`src/rtl/umcls_consts.svh`:
```
// constants for the modem control and line status block
// Function
// [RQ1] The aux output bit 2 never reaches a pin and acts only in loop-back.
// [RQ2] In loop-back, bit 2 of modem control is the internal ring indicator.
// [RQ3] Active-low RTS is high when control bit 1 is 0 (reset), low when 1.
// [RQ4] Active-low DTR is high when control bit 0 is 0, as after reset.
// [RQ5] Active-low DTR is low when control bit 0 is 1.
// [RQ6] Status bit 7 is 1 while any character in the receive FIFO has an error.
// [RQ7] Status bit 7 clears only when no remaining FIFO character has an error.
// [RQ8] In non-FIFO mode status bit 6 is 1 when holding and shift regs are empty.
// [RQ9] Status bit 6 is 0 whenever holding or shift register holds a character; in FIFO mode the code ignores the holding register.
// [RQ10] In FIFO mode status bit 6 is 1 when transmit FIFO and shift reg empty.
// [RQ11] The line status register is readable by the CPU.
// [RQ12] Control bit 4 enables loop-back: pins cut off, controls fed to inputs; the code feeds back only aux bit 2 (as ring) and TX_SER.
// [RQ13] The line status register is read-only; writes change no flag.
`ifndef UMCLS_CONSTS_SVH
`define UMCLS_CONSTS_SVH
`define UMCLS_ADDR_W        3
`define UMCLS_OFS_MCTL      3'h4
`define UMCLS_OFS_LSTAT     3'h5
`define UMCLS_OFS_ISTAT     3'h6
`define UMCLS_OFS_ICLR      3'h6
`define UMCLS_OFS_IEN       3'h7
`define UMCLS_MCTL_RESET    8'h00
`define UMCLS_MCTL_MASK     8'h9F
`define UMCLS_BIT_DTR       0
`define UMCLS_BIT_RTS       1
`define UMCLS_BIT_AUX       2
`define UMCLS_BIT_LOOP      4
`define UMCLS_BIT_TEMT      6
`define UMCLS_BIT_FERR      7
`define UMCLS_IRQ_W         3
`define UMCLS_IRQ_FERR      0
`define UMCLS_IRQ_TEMT      1
`define UMCLS_IRQ_RING      2
`endif

```
`src/rtl/umcls_pkg.sv`:
```
// types for the modem control and line status block
package umcls_pkg;
  typedef struct packed {
    logic       wr;
    logic       rd;
    logic [2:0] addr;
    logic [7:0] wdata;
  } umcls_bus_s;
  typedef struct packed {
    logic fifo_mode;
    logic thr_empty;
    logic tsr_empty;
    logic txf_empty;
    logic rxf_err_any;
  } umcls_core_s;
endpackage

```
`src/rtl/umcls_top.sv`:
```
// modem control low bits, line status bits 6 and 7, loop-back muxing
`timescale 1ns/1ps
`default_nettype none
`include "umcls_consts.svh"
module umcls_top
(
  input  wire logic       REF_CLK,
  input  wire logic       RST,
  input  wire logic [2:0] ADDR,
  input  wire logic [7:0] WDATA,
  input  wire logic       WR,
  input  wire logic       RD,
  output var  logic [7:0] RDATA,
  input  wire logic       FIFO_MODE,
  input  wire logic       THR_EMPTY,
  input  wire logic       TSR_EMPTY,
  input  wire logic       TXF_EMPTY,
  input  wire logic       RXF_ERR_ANY,
  input  wire logic [5:0] LSR_LOW,
  input  wire logic       TX_SER,
  input  wire logic       RX_PIN,
  input  wire logic       RI_N_PIN,
  output var  logic       TX_PIN,
  output var  logic       RX_SER,
  output var  logic       RI_INT,
  output var  logic       LOOP_EN,
  output var  logic       RTS_N,
  output var  logic       DTR_N,
  output var  logic       IRQ
);
  umcls_pkg::umcls_bus_s  bus;
  umcls_pkg::umcls_core_s core;
  logic [7:0]             mctl_reg;
  logic [7:0]             lstat_reg;
  logic [2:0]             istat_reg;
  logic [2:0]             ien_reg;
  logic [2:0]             ev;
  logic [2:0]             ev_prev_reg;
  logic                   temt;
  logic                   ring;

  assign bus  = '{wr: WR, rd: RD, addr: ADDR, wdata: WDATA};
  assign core = '{fifo_mode: FIFO_MODE, thr_empty: THR_EMPTY,
                  tsr_empty: TSR_EMPTY, txf_empty: TXF_EMPTY,
                  rxf_err_any: RXF_ERR_ANY};

  function automatic logic hit(input logic [2:0] a, input logic [2:0] o);
    hit = (a == o);
  endfunction

  // modem control register; reserved bits 5,6 stay zero
  always_ff @(posedge REF_CLK)
  begin
    if (RST)
      mctl_reg <= `UMCLS_MCTL_RESET;
    else if (bus.wr && hit(bus.addr, `UMCLS_OFS_MCTL))
      mctl_reg <= bus.wdata & `UMCLS_MCTL_MASK;
  end

  // transmit empty by mode
  always_comb
  begin
    if (core.fifo_mode)
      temt = core.txf_empty && core.tsr_empty; // RQ10
    else
      temt = core.thr_empty && core.tsr_empty; // RQ8 RQ9
  end

  // line status: flags track hardware, writes ignored
  always_ff @(posedge REF_CLK)
  begin
    if (RST)
      lstat_reg <= 8'h00;
    else
    begin
      lstat_reg[5:0]               <= LSR_LOW;
      lstat_reg[`UMCLS_BIT_TEMT]   <= temt; // RQ8 RQ9 RQ10 RQ13
      lstat_reg[`UMCLS_BIT_FERR]   <= core.rxf_err_any; // RQ6 RQ7 RQ13
    end
  end

  // aux bit feeds ring only under loop-back
  assign ring = mctl_reg[`UMCLS_BIT_LOOP] ? mctl_reg[`UMCLS_BIT_AUX]
                                          : ~RI_N_PIN; // RQ1 RQ2

  // pins and loop-back path
  always_ff @(posedge REF_CLK)
  begin
    if (RST)
    begin
      RTS_N   <= 1'b1;
      DTR_N   <= 1'b1;
      TX_PIN  <= 1'b1;
      RX_SER  <= 1'b1;
      RI_INT  <= 1'b0;
      LOOP_EN <= 1'b0;
    end
    else
    begin
      LOOP_EN <= mctl_reg[`UMCLS_BIT_LOOP]; // RQ12
      RI_INT  <= ring; // RQ2
      if (mctl_reg[`UMCLS_BIT_LOOP])
      begin
        RTS_N  <= 1'b1; // RQ12
        DTR_N  <= 1'b1; // RQ12
        TX_PIN <= 1'b1; // RQ12
        RX_SER <= TX_SER; // RQ12
      end
      else
      begin
        RTS_N  <= ~mctl_reg[`UMCLS_BIT_RTS]; // RQ3
        DTR_N  <= ~mctl_reg[`UMCLS_BIT_DTR]; // RQ4 RQ5
        TX_PIN <= TX_SER;
        RX_SER <= RX_PIN;
      end
    end
  end

  // rising-edge events for status/ier
  assign ev[`UMCLS_IRQ_FERR] = core.rxf_err_any;
  assign ev[`UMCLS_IRQ_TEMT] = temt;
  assign ev[`UMCLS_IRQ_RING] = ring;

  always_ff @(posedge REF_CLK)
  begin
    if (RST)
      ev_prev_reg <= 3'h0;
    else
      ev_prev_reg <= ev;
  end

  genvar gi;
  generate
    for (gi = 0; gi < `UMCLS_IRQ_W; gi++)
    begin : g_ist
      // set wins over clear
      always_ff @(posedge REF_CLK)
      begin
        if (RST)
          istat_reg[gi] <= 1'b0;
        else if (ev[gi] && !ev_prev_reg[gi])
          istat_reg[gi] <= 1'b1;
        else if (bus.wr && hit(bus.addr, `UMCLS_OFS_ICLR) && bus.wdata[gi])
          istat_reg[gi] <= 1'b0;
      end
    end
  endgenerate

  always_ff @(posedge REF_CLK)
  begin
    if (RST)
      ien_reg <= 3'h0;
    else if (bus.wr && hit(bus.addr, `UMCLS_OFS_IEN))
      ien_reg <= bus.wdata[2:0];
  end

  always_ff @(posedge REF_CLK)
  begin
    if (RST)
      IRQ <= 1'b0;
    else
      IRQ <= |(istat_reg & ien_reg);
  end

  // read data one cycle after strobe
  always_ff @(posedge REF_CLK)
  begin
    if (RST)
      RDATA <= 8'h00;
    else if (bus.rd)
    begin
      case (bus.addr)
        `UMCLS_OFS_MCTL:  RDATA <= mctl_reg;
        `UMCLS_OFS_LSTAT: RDATA <= lstat_reg; // RQ11
        `UMCLS_OFS_ISTAT: RDATA <= {5'h00, istat_reg};
        `UMCLS_OFS_IEN:   RDATA <= {5'h00, ien_reg};
        default:          RDATA <= 8'h00;
      endcase
    end
    else
      RDATA <= 8'h00;
  end

  // checks
  rts_follow_a: assert property (@(posedge REF_CLK) disable iff (RST)
    !mctl_reg[`UMCLS_BIT_LOOP] ##1 !mctl_reg[`UMCLS_BIT_LOOP]
    |-> RTS_N == ~$past(mctl_reg[`UMCLS_BIT_RTS])) // RQ3
    else $error("rts does not follow control bit");
  dtr_follow_a: assert property (@(posedge REF_CLK) disable iff (RST)
    !mctl_reg[`UMCLS_BIT_LOOP] |=> DTR_N == ~$past(mctl_reg[0])) // RQ4
    else $error("dtr does not follow control bit");
  dtr_low_a: assert property (@(posedge REF_CLK) disable iff (RST)
    (mctl_reg[0] && !mctl_reg[4]) |=> !DTR_N) // RQ5
    else $error("dtr not low when set");
  ring_loop_a: assert property (@(posedge REF_CLK) disable iff (RST)
    mctl_reg[`UMCLS_BIT_LOOP] |=> RI_INT == $past(mctl_reg[2])) // RQ2
    else $error("ring not taken from aux bit");
  aux_pin_a: assert property (@(posedge REF_CLK) disable iff (RST)
    !mctl_reg[`UMCLS_BIT_LOOP] |=> RI_INT == ~$past(RI_N_PIN)) // RQ1
    else $error("aux bit leaked outside loop-back");
  ferr_track_a: assert property (@(posedge REF_CLK) disable iff (RST)
    1'b1 |=> lstat_reg[7] == $past(RXF_ERR_ANY)) // RQ6
    else $error("fifo error flag wrong");
  ferr_hold_a: assert property (@(posedge REF_CLK) disable iff (RST)
    (RXF_ERR_ANY && RD) |=> lstat_reg[7]) // RQ7
    else $error("fifo error cleared by read");
  temt_nf_a: assert property (@(posedge REF_CLK) disable iff (RST)
    (!FIFO_MODE && THR_EMPTY && TSR_EMPTY) |=> lstat_reg[6]) // RQ8
    else $error("temt not set in holding mode");
  temt_busy_a: assert property (@(posedge REF_CLK) disable iff (RST)
    !TSR_EMPTY |=> !lstat_reg[6]) // RQ9
    else $error("temt set while shift busy");
  temt_fifo_a: assert property (@(posedge REF_CLK) disable iff (RST)
    (FIFO_MODE && TXF_EMPTY && TSR_EMPTY) |=> lstat_reg[6]) // RQ10
    else $error("temt not set in fifo mode");
  lsr_read_a: assert property (@(posedge REF_CLK) disable iff (RST)
    (RD && ADDR == `UMCLS_OFS_LSTAT) |=> RDATA == $past(lstat_reg)) // RQ11
    else $error("status read wrong");
  loop_pin_a: assert property (@(posedge REF_CLK) disable iff (RST)
    mctl_reg[4] |=> (RTS_N && TX_PIN && RX_SER == $past(TX_SER))) // RQ12
    else $error("loop-back not isolating pins");
  ro_lsr_a: assert property (@(posedge REF_CLK) disable iff (RST) // RQ13
    (WR && ADDR == `UMCLS_OFS_LSTAT) |=> lstat_reg[7] == $past(RXF_ERR_ANY))
    else $error("status write took effect");

  // pin and loop-back path
  dtr_loop_a: assert property (@(posedge REF_CLK) disable iff (RST) // RQ12
    mctl_reg[`UMCLS_BIT_LOOP] |=> DTR_N)
    else $error("dtr active in loop-back");
  loop_en_a: assert property (@(posedge REF_CLK) disable iff (RST) // RQ12
    1'b1 |=> LOOP_EN == $past(mctl_reg[`UMCLS_BIT_LOOP]))
    else $error("loop enable does not follow control bit");
  tx_pass_a: assert property (@(posedge REF_CLK) disable iff (RST)
    !mctl_reg[`UMCLS_BIT_LOOP] |=> TX_PIN == $past(TX_SER))
    else $error("tx pin does not follow serial data");
  rx_pass_a: assert property (@(posedge REF_CLK) disable iff (RST)
    !mctl_reg[`UMCLS_BIT_LOOP] |=> RX_SER == $past(RX_PIN))
    else $error("receive data does not follow rx pin");

  // register bus
  mctl_wr_a: assert property (@(posedge REF_CLK) disable iff (RST)
    (WR && ADDR == `UMCLS_OFS_MCTL)
    |=> mctl_reg == ($past(WDATA) & `UMCLS_MCTL_MASK))
    else $error("modem control write lost");
  mctl_rsv_a: assert property (@(posedge REF_CLK) disable iff (RST)
    1'b1 |-> mctl_reg[6:5] == 2'b00)
    else $error("reserved control bits set");
  mctl_rd_a: assert property (@(posedge REF_CLK) disable iff (RST)
    (RD && ADDR == `UMCLS_OFS_MCTL) |=> RDATA == $past(mctl_reg))
    else $error("modem control read wrong");
  rdata_idle_a: assert property (@(posedge REF_CLK) disable iff (RST)
    !RD |=> RDATA == 8'h00)
    else $error("read data not zero when idle");
  unmapped_rd_a: assert property (@(posedge REF_CLK) disable iff (RST)
    (RD && ADDR < `UMCLS_OFS_MCTL) |=> RDATA == 8'h00)
    else $error("unmapped read not zero");
  lsr_low_a: assert property (@(posedge REF_CLK) disable iff (RST) // RQ11
    1'b1 |=> lstat_reg[5:0] == $past(LSR_LOW))
    else $error("low status bits not passed");

  // interrupt status, enable and output
  ist_ferr_a: assert property (@(posedge REF_CLK) disable iff (RST)
    (ev[0] && !ev_prev_reg[0]) |=> istat_reg[0])
    else $error("fifo error event not latched");
  ist_temt_a: assert property (@(posedge REF_CLK) disable iff (RST)
    (ev[1] && !ev_prev_reg[1]) |=> istat_reg[1])
    else $error("transmit empty event not latched");
  ist_ring_a: assert property (@(posedge REF_CLK) disable iff (RST)
    (ev[2] && !ev_prev_reg[2]) |=> istat_reg[2])
    else $error("ring event not latched");
  ist_clr_a: assert property (@(posedge REF_CLK) disable iff (RST)
    (WR && ADDR == `UMCLS_OFS_ICLR && (ev & ~ev_prev_reg) == 3'h0)
    |=> (istat_reg & $past(WDATA[2:0])) == 3'h0)
    else $error("status clear lost");
  ien_wr_a: assert property (@(posedge REF_CLK) disable iff (RST)
    (WR && ADDR == `UMCLS_OFS_IEN) |=> ien_reg == $past(WDATA[2:0]))
    else $error("enable write lost");
  irq_level_a: assert property (@(posedge REF_CLK) disable iff (RST)
    1'b1 |=> IRQ == $past(|(istat_reg & ien_reg)))
    else $error("irq does not follow enabled status");

  // main scenarios
  loop_c: cover property (@(posedge REF_CLK) mctl_reg[4] && mctl_reg[2]);
  irq_c: cover property (@(posedge REF_CLK) IRQ);
  ferr_c: cover property (@(posedge REF_CLK) lstat_reg[7] ##1 !lstat_reg[7]);
  temt_c: cover property (@(posedge REF_CLK) lstat_reg[6] ##1 !lstat_reg[6]);
  ring_pin_c: cover property (@(posedge REF_CLK) !mctl_reg[4] && RI_INT);
endmodule // umcls_top
`default_nettype wire

```
`config.mk`:
```
export PLATFORM = sky130hd
export DESIGN_NAME = umcls_top
export DESIGN_NICKNAME = d
export VERILOG_FILES = /design/src/rtl/umcls_pkg.sv /design/src/rtl/umcls_top.sv
export VERILOG_INCLUDE_DIRS = /design/src /design/src/rtl
export SDC_FILE = /design/constraint.sdc
export NUM_CORES = 1
export LEC_CHECK = 0
export BUFFER_PORTS_ARGS = -buffer_cell sky130_fd_sc_hd__buf_2
export CAP_MARGIN = 30
export CORE_MARGIN = 4
export CORE_UTILIZATION = 47
export CTS_CLUSTER_SIZE = 40
export DETAILED_ROUTE_END_ITERATION = 10
export GPL_TIMING_DRIVEN = 0
export MAX_ROUTING_LAYER = met4
export PLACE_DENSITY_LB_ADDON = 0.25
export RECOVER_POWER = 50
export SETUP_SLACK_MARGIN = 0.15
export SLEW_MARGIN = 40
export SYNTH_ARGS = -nofsm -noshare
export SYNTH_HDL_FRONTEND = slang
export SYNTH_SLANG_ARGS = --single-unit
```
`constraint.sdc`:
```
create_clock -name REF_CLK -period 2.3 [get_ports REF_CLK]
set_clock_uncertainty 0.15 [all_clocks]
set_input_delay 0.115 -clock REF_CLK [delete_from_list [all_inputs] [get_ports REF_CLK]]
set_output_delay 0.115 -clock REF_CLK [all_outputs]
set_load 0.02 [all_outputs]
```
==> qor.yml <==
status:
  status: "finished clean"
worst_setup_path:
  slowest_delay_ns: 0.55
  path_max_fanout: 7
  r2r-start: "mctl_reg[4]$_SDFFE_PP0P_"
  cp_slowest_cell: "dlygate4sd3_1"
  ff2ff_setup_slack_ns: 0.53
  critPathLaunch: "RST"
  crit_top_cell: "dlygate4sd3_1"
  cp_cell_sequence: "dlygate4sd3_1 -> clkbuf_1 -> inv_1 -> and3_1 -> dlygate4sd3_1"
  start_kind: "primary input"
  end_kind: "register"
  cp.required_ns: 2.38
  crit_family: "buffers and inverters"
  crit_arrival_ns: 1.85
  path_buf_inv: 4
  critPathKind: "primary input to register"
yosys:
  ys_ff_latch: 35
  yosysSeqAreaShare_pct: 56.1
  ys_warn_count: 0
  synth_area_leaders: "dfxtp_1 (56%), mux2i_1 (15%), nor2_1 (5.7%)"
  synth-edff-count: 0
  ys_top_cells_by_count: "dfxtp_1 (35), mux2i_1 (19), nor2_1 (19)"
  yosysTopAreaCellShare_pct: 56.1
  syn-cell-area_um2: 1250
  synth_ff_type: "dfxtp_1"
  synth.avg_cell_area_um2: 10.7
  synth.most_common_cell: "dfxtp_1"
  synth_cell_types: 25
  syn_nets: 146
  synth_top_cell_by_area: "dfxtp_1"
  synthArstFlopShare_pct: 0
  synth_cells: 117
final_layout:
  nets: 217
  fin_area_um2: 1770
  areaGrowthSynthToFinish_pct: 41.8
  drive_above_1_share_pct: 18.0
  fillers: 199
  largest_reg_flops: 8
  area.sequential_um2: 701
  multiInputGateArea_um2: 503
  antenna_cells: 0
drt:
  finalWirelength_um: 2840
  vias: 1065
  drcViolationCount: 0
  drt-vias-per-instance: 4.86
  dr.first_iter.drc_count: 36
  drtPass1Iterations: 4
  postRouteAntennaNets: 0
  wl_per_cell_um: 12.9
clock_tree:
  clock_path_buffers: 2
  cts_tree: "yes"
  path_clk_slew_ns: 0.09
  clkLatencyLatePin_ns: 0.34
  clock_sinks: 35
  cts_setup_buffers: 0
  cts_root_buffer: "clkbuf_4"
  cts.htree.levels: 2
  numCtsBuffers: 5
sta:
  setup_viol: 0
  final_max_slew_viol_count: 0
  period_share_pct: 77.2
  worst_slew_pin_slew_ns: 0.467
  post-route-min-period_ns: 1.78
  rsz0062_at_grt: "no"
  fin_tns_setup_ns: 0
  hold_viol_final: 0
  fmax_ghz: 0.563
  timing.slew.headroom_pct: 68.9
  holdWs_ns: 0.0388
die:
  die_w_um: 59.5
  row_count: 18
  die_area_um2: 3550
  coreArea_um2: 2500
  start_util_pct: 49.9
  io_pins: 44
  die_height_um: 59.5
placed_design:
  routabilityCongestion: 0.799
  placed_area_um2: 1490
  portBuffers: 41
  dpl.hpwl_um: 1890
flow_run:
  maxCapViolCount: 0
min_path:
  hp-start: "RXF_ERR_ANY"
  worst_hold_path_type: "primary input to register"
grt:
  antenna_found_initial: 0
  overflow: 0
  grt_max_degree: 11
  grt_use_total_pct: 18.1
  grt_pass1_vias: 1037
  grt_pass1_wl_um: 4460
pwr:
  cellLeakagePower_uw: 0.000764
  vdd_drop_max_uv: 577
  p_per_area_nw_per_um2: 643
worst paths after layout:
path	endpoint	depth (start not counted)
worst min register to register	DTR_N$_SDFF_PP1_	1
worst max-delay path	lstat_reg[6]$_SDFF_PP0_	5
worst min-delay path	istat_reg[0]$_SDFFE_PP0P_	3
worst max register to register	RX_SER$_SDFF_PP1_	4
per-stage QoR:
step	power (µW)	setup slack (ns)	instances	util, %
2_1_floorplan	705	1.23	117	-
3_3_place_gp	747	1.04	188	59.7
5_1_grt	1190	0.390	219	70.8
3_5_place_dp	750	1.02	188	59.7
4_1_cts	1150	0.532	219	71.6
6_report	1140	0.525	219	70.8
worst reg2reg max path, stage by stage (launching register included):
cell,delay [ns]
dfxtp_1,0.32
clkbuf_1,0.35
mux2i_1,0.23
nand2_1,0.06
dlygate4sd3_1,0.55
metal layers:
layer	wire (µm)	vias to the layer above	part of all wire (%)	GRT usage, %
li1	-	539	-	-
met1	1250	477	44	21.0
met2	1260	45	45	27.9
met3	278	4	9.8	6.75
met4	40	0	1.4	7.59
met5	0	-	0	-
area by class of cell:
| class | count | area share (%) |
|---|---|---|
| Timing Repair Buffer | 64 | 23.5 |
| Multi-Input combinational cell | 73 | 28.4 |
| Clock buffer | 8 | 3.89 |
| Tap cell | 30 | 2.12 |
| Inverter | 4 | 0.848 |
| Buffer | 5 | 1.70 |
| Sequential cell | 35 | 39.6 |
timing repair:
item / in CTS / in global routing
gates resized for setup: 0 / 0
hold buffers: 23 / 0
endpoints found under the hold margin: 29 / 0
cells by family (layout without fill, tap and decap cells):
group           Yosys count  in the layout  synth area share, %
mux                      20             20                 16.1
buf+inv                   9             81                 3.61
simple gates             44             44                 17.9
flops                    35             35                 56.1
compound gates            9              9                 6.21
cell usage in the layout (no fill, tap or decap):
master / instances
mux2_1: 1
or3_1: 1
o22a_1: 3
buf_2: 25
buf_6: 1
inv_1: 4
nand3b_1: 1
and4bb_1: 1
nand3_1: 1
mux2i_1: 19
nor2_1: 19
dlygate4sd3_1: 23
and3_1: 3
a32o_1: 2
dfxtp_1: 35
nor3b_1: 1
and4b_1: 1
nor2b_1: 8
buf_4: 1
nand2_1: 6
a222oi_1: 1
clkbuf_1: 20
nand4_1: 1
nand2b_1: 1
clkbuf_4: 5
clkbuf_8: 2
o31ai_1: 1
a21oi_1: 1
a211o_1: 1
where the power goes:
| group | leakage, µW | switching [µW] | internal, µW |
|---|---|---|---|
| Combinational | 0.000439 | 56.5 | 72.1 |
| Clock | 0.0000386 | 194 | 180 |
| Sequential | 0.000286 | 10.3 | 627 |
| Total | 0.000764 | 260 | 878 |
Power figures use the tool's default switching activity.
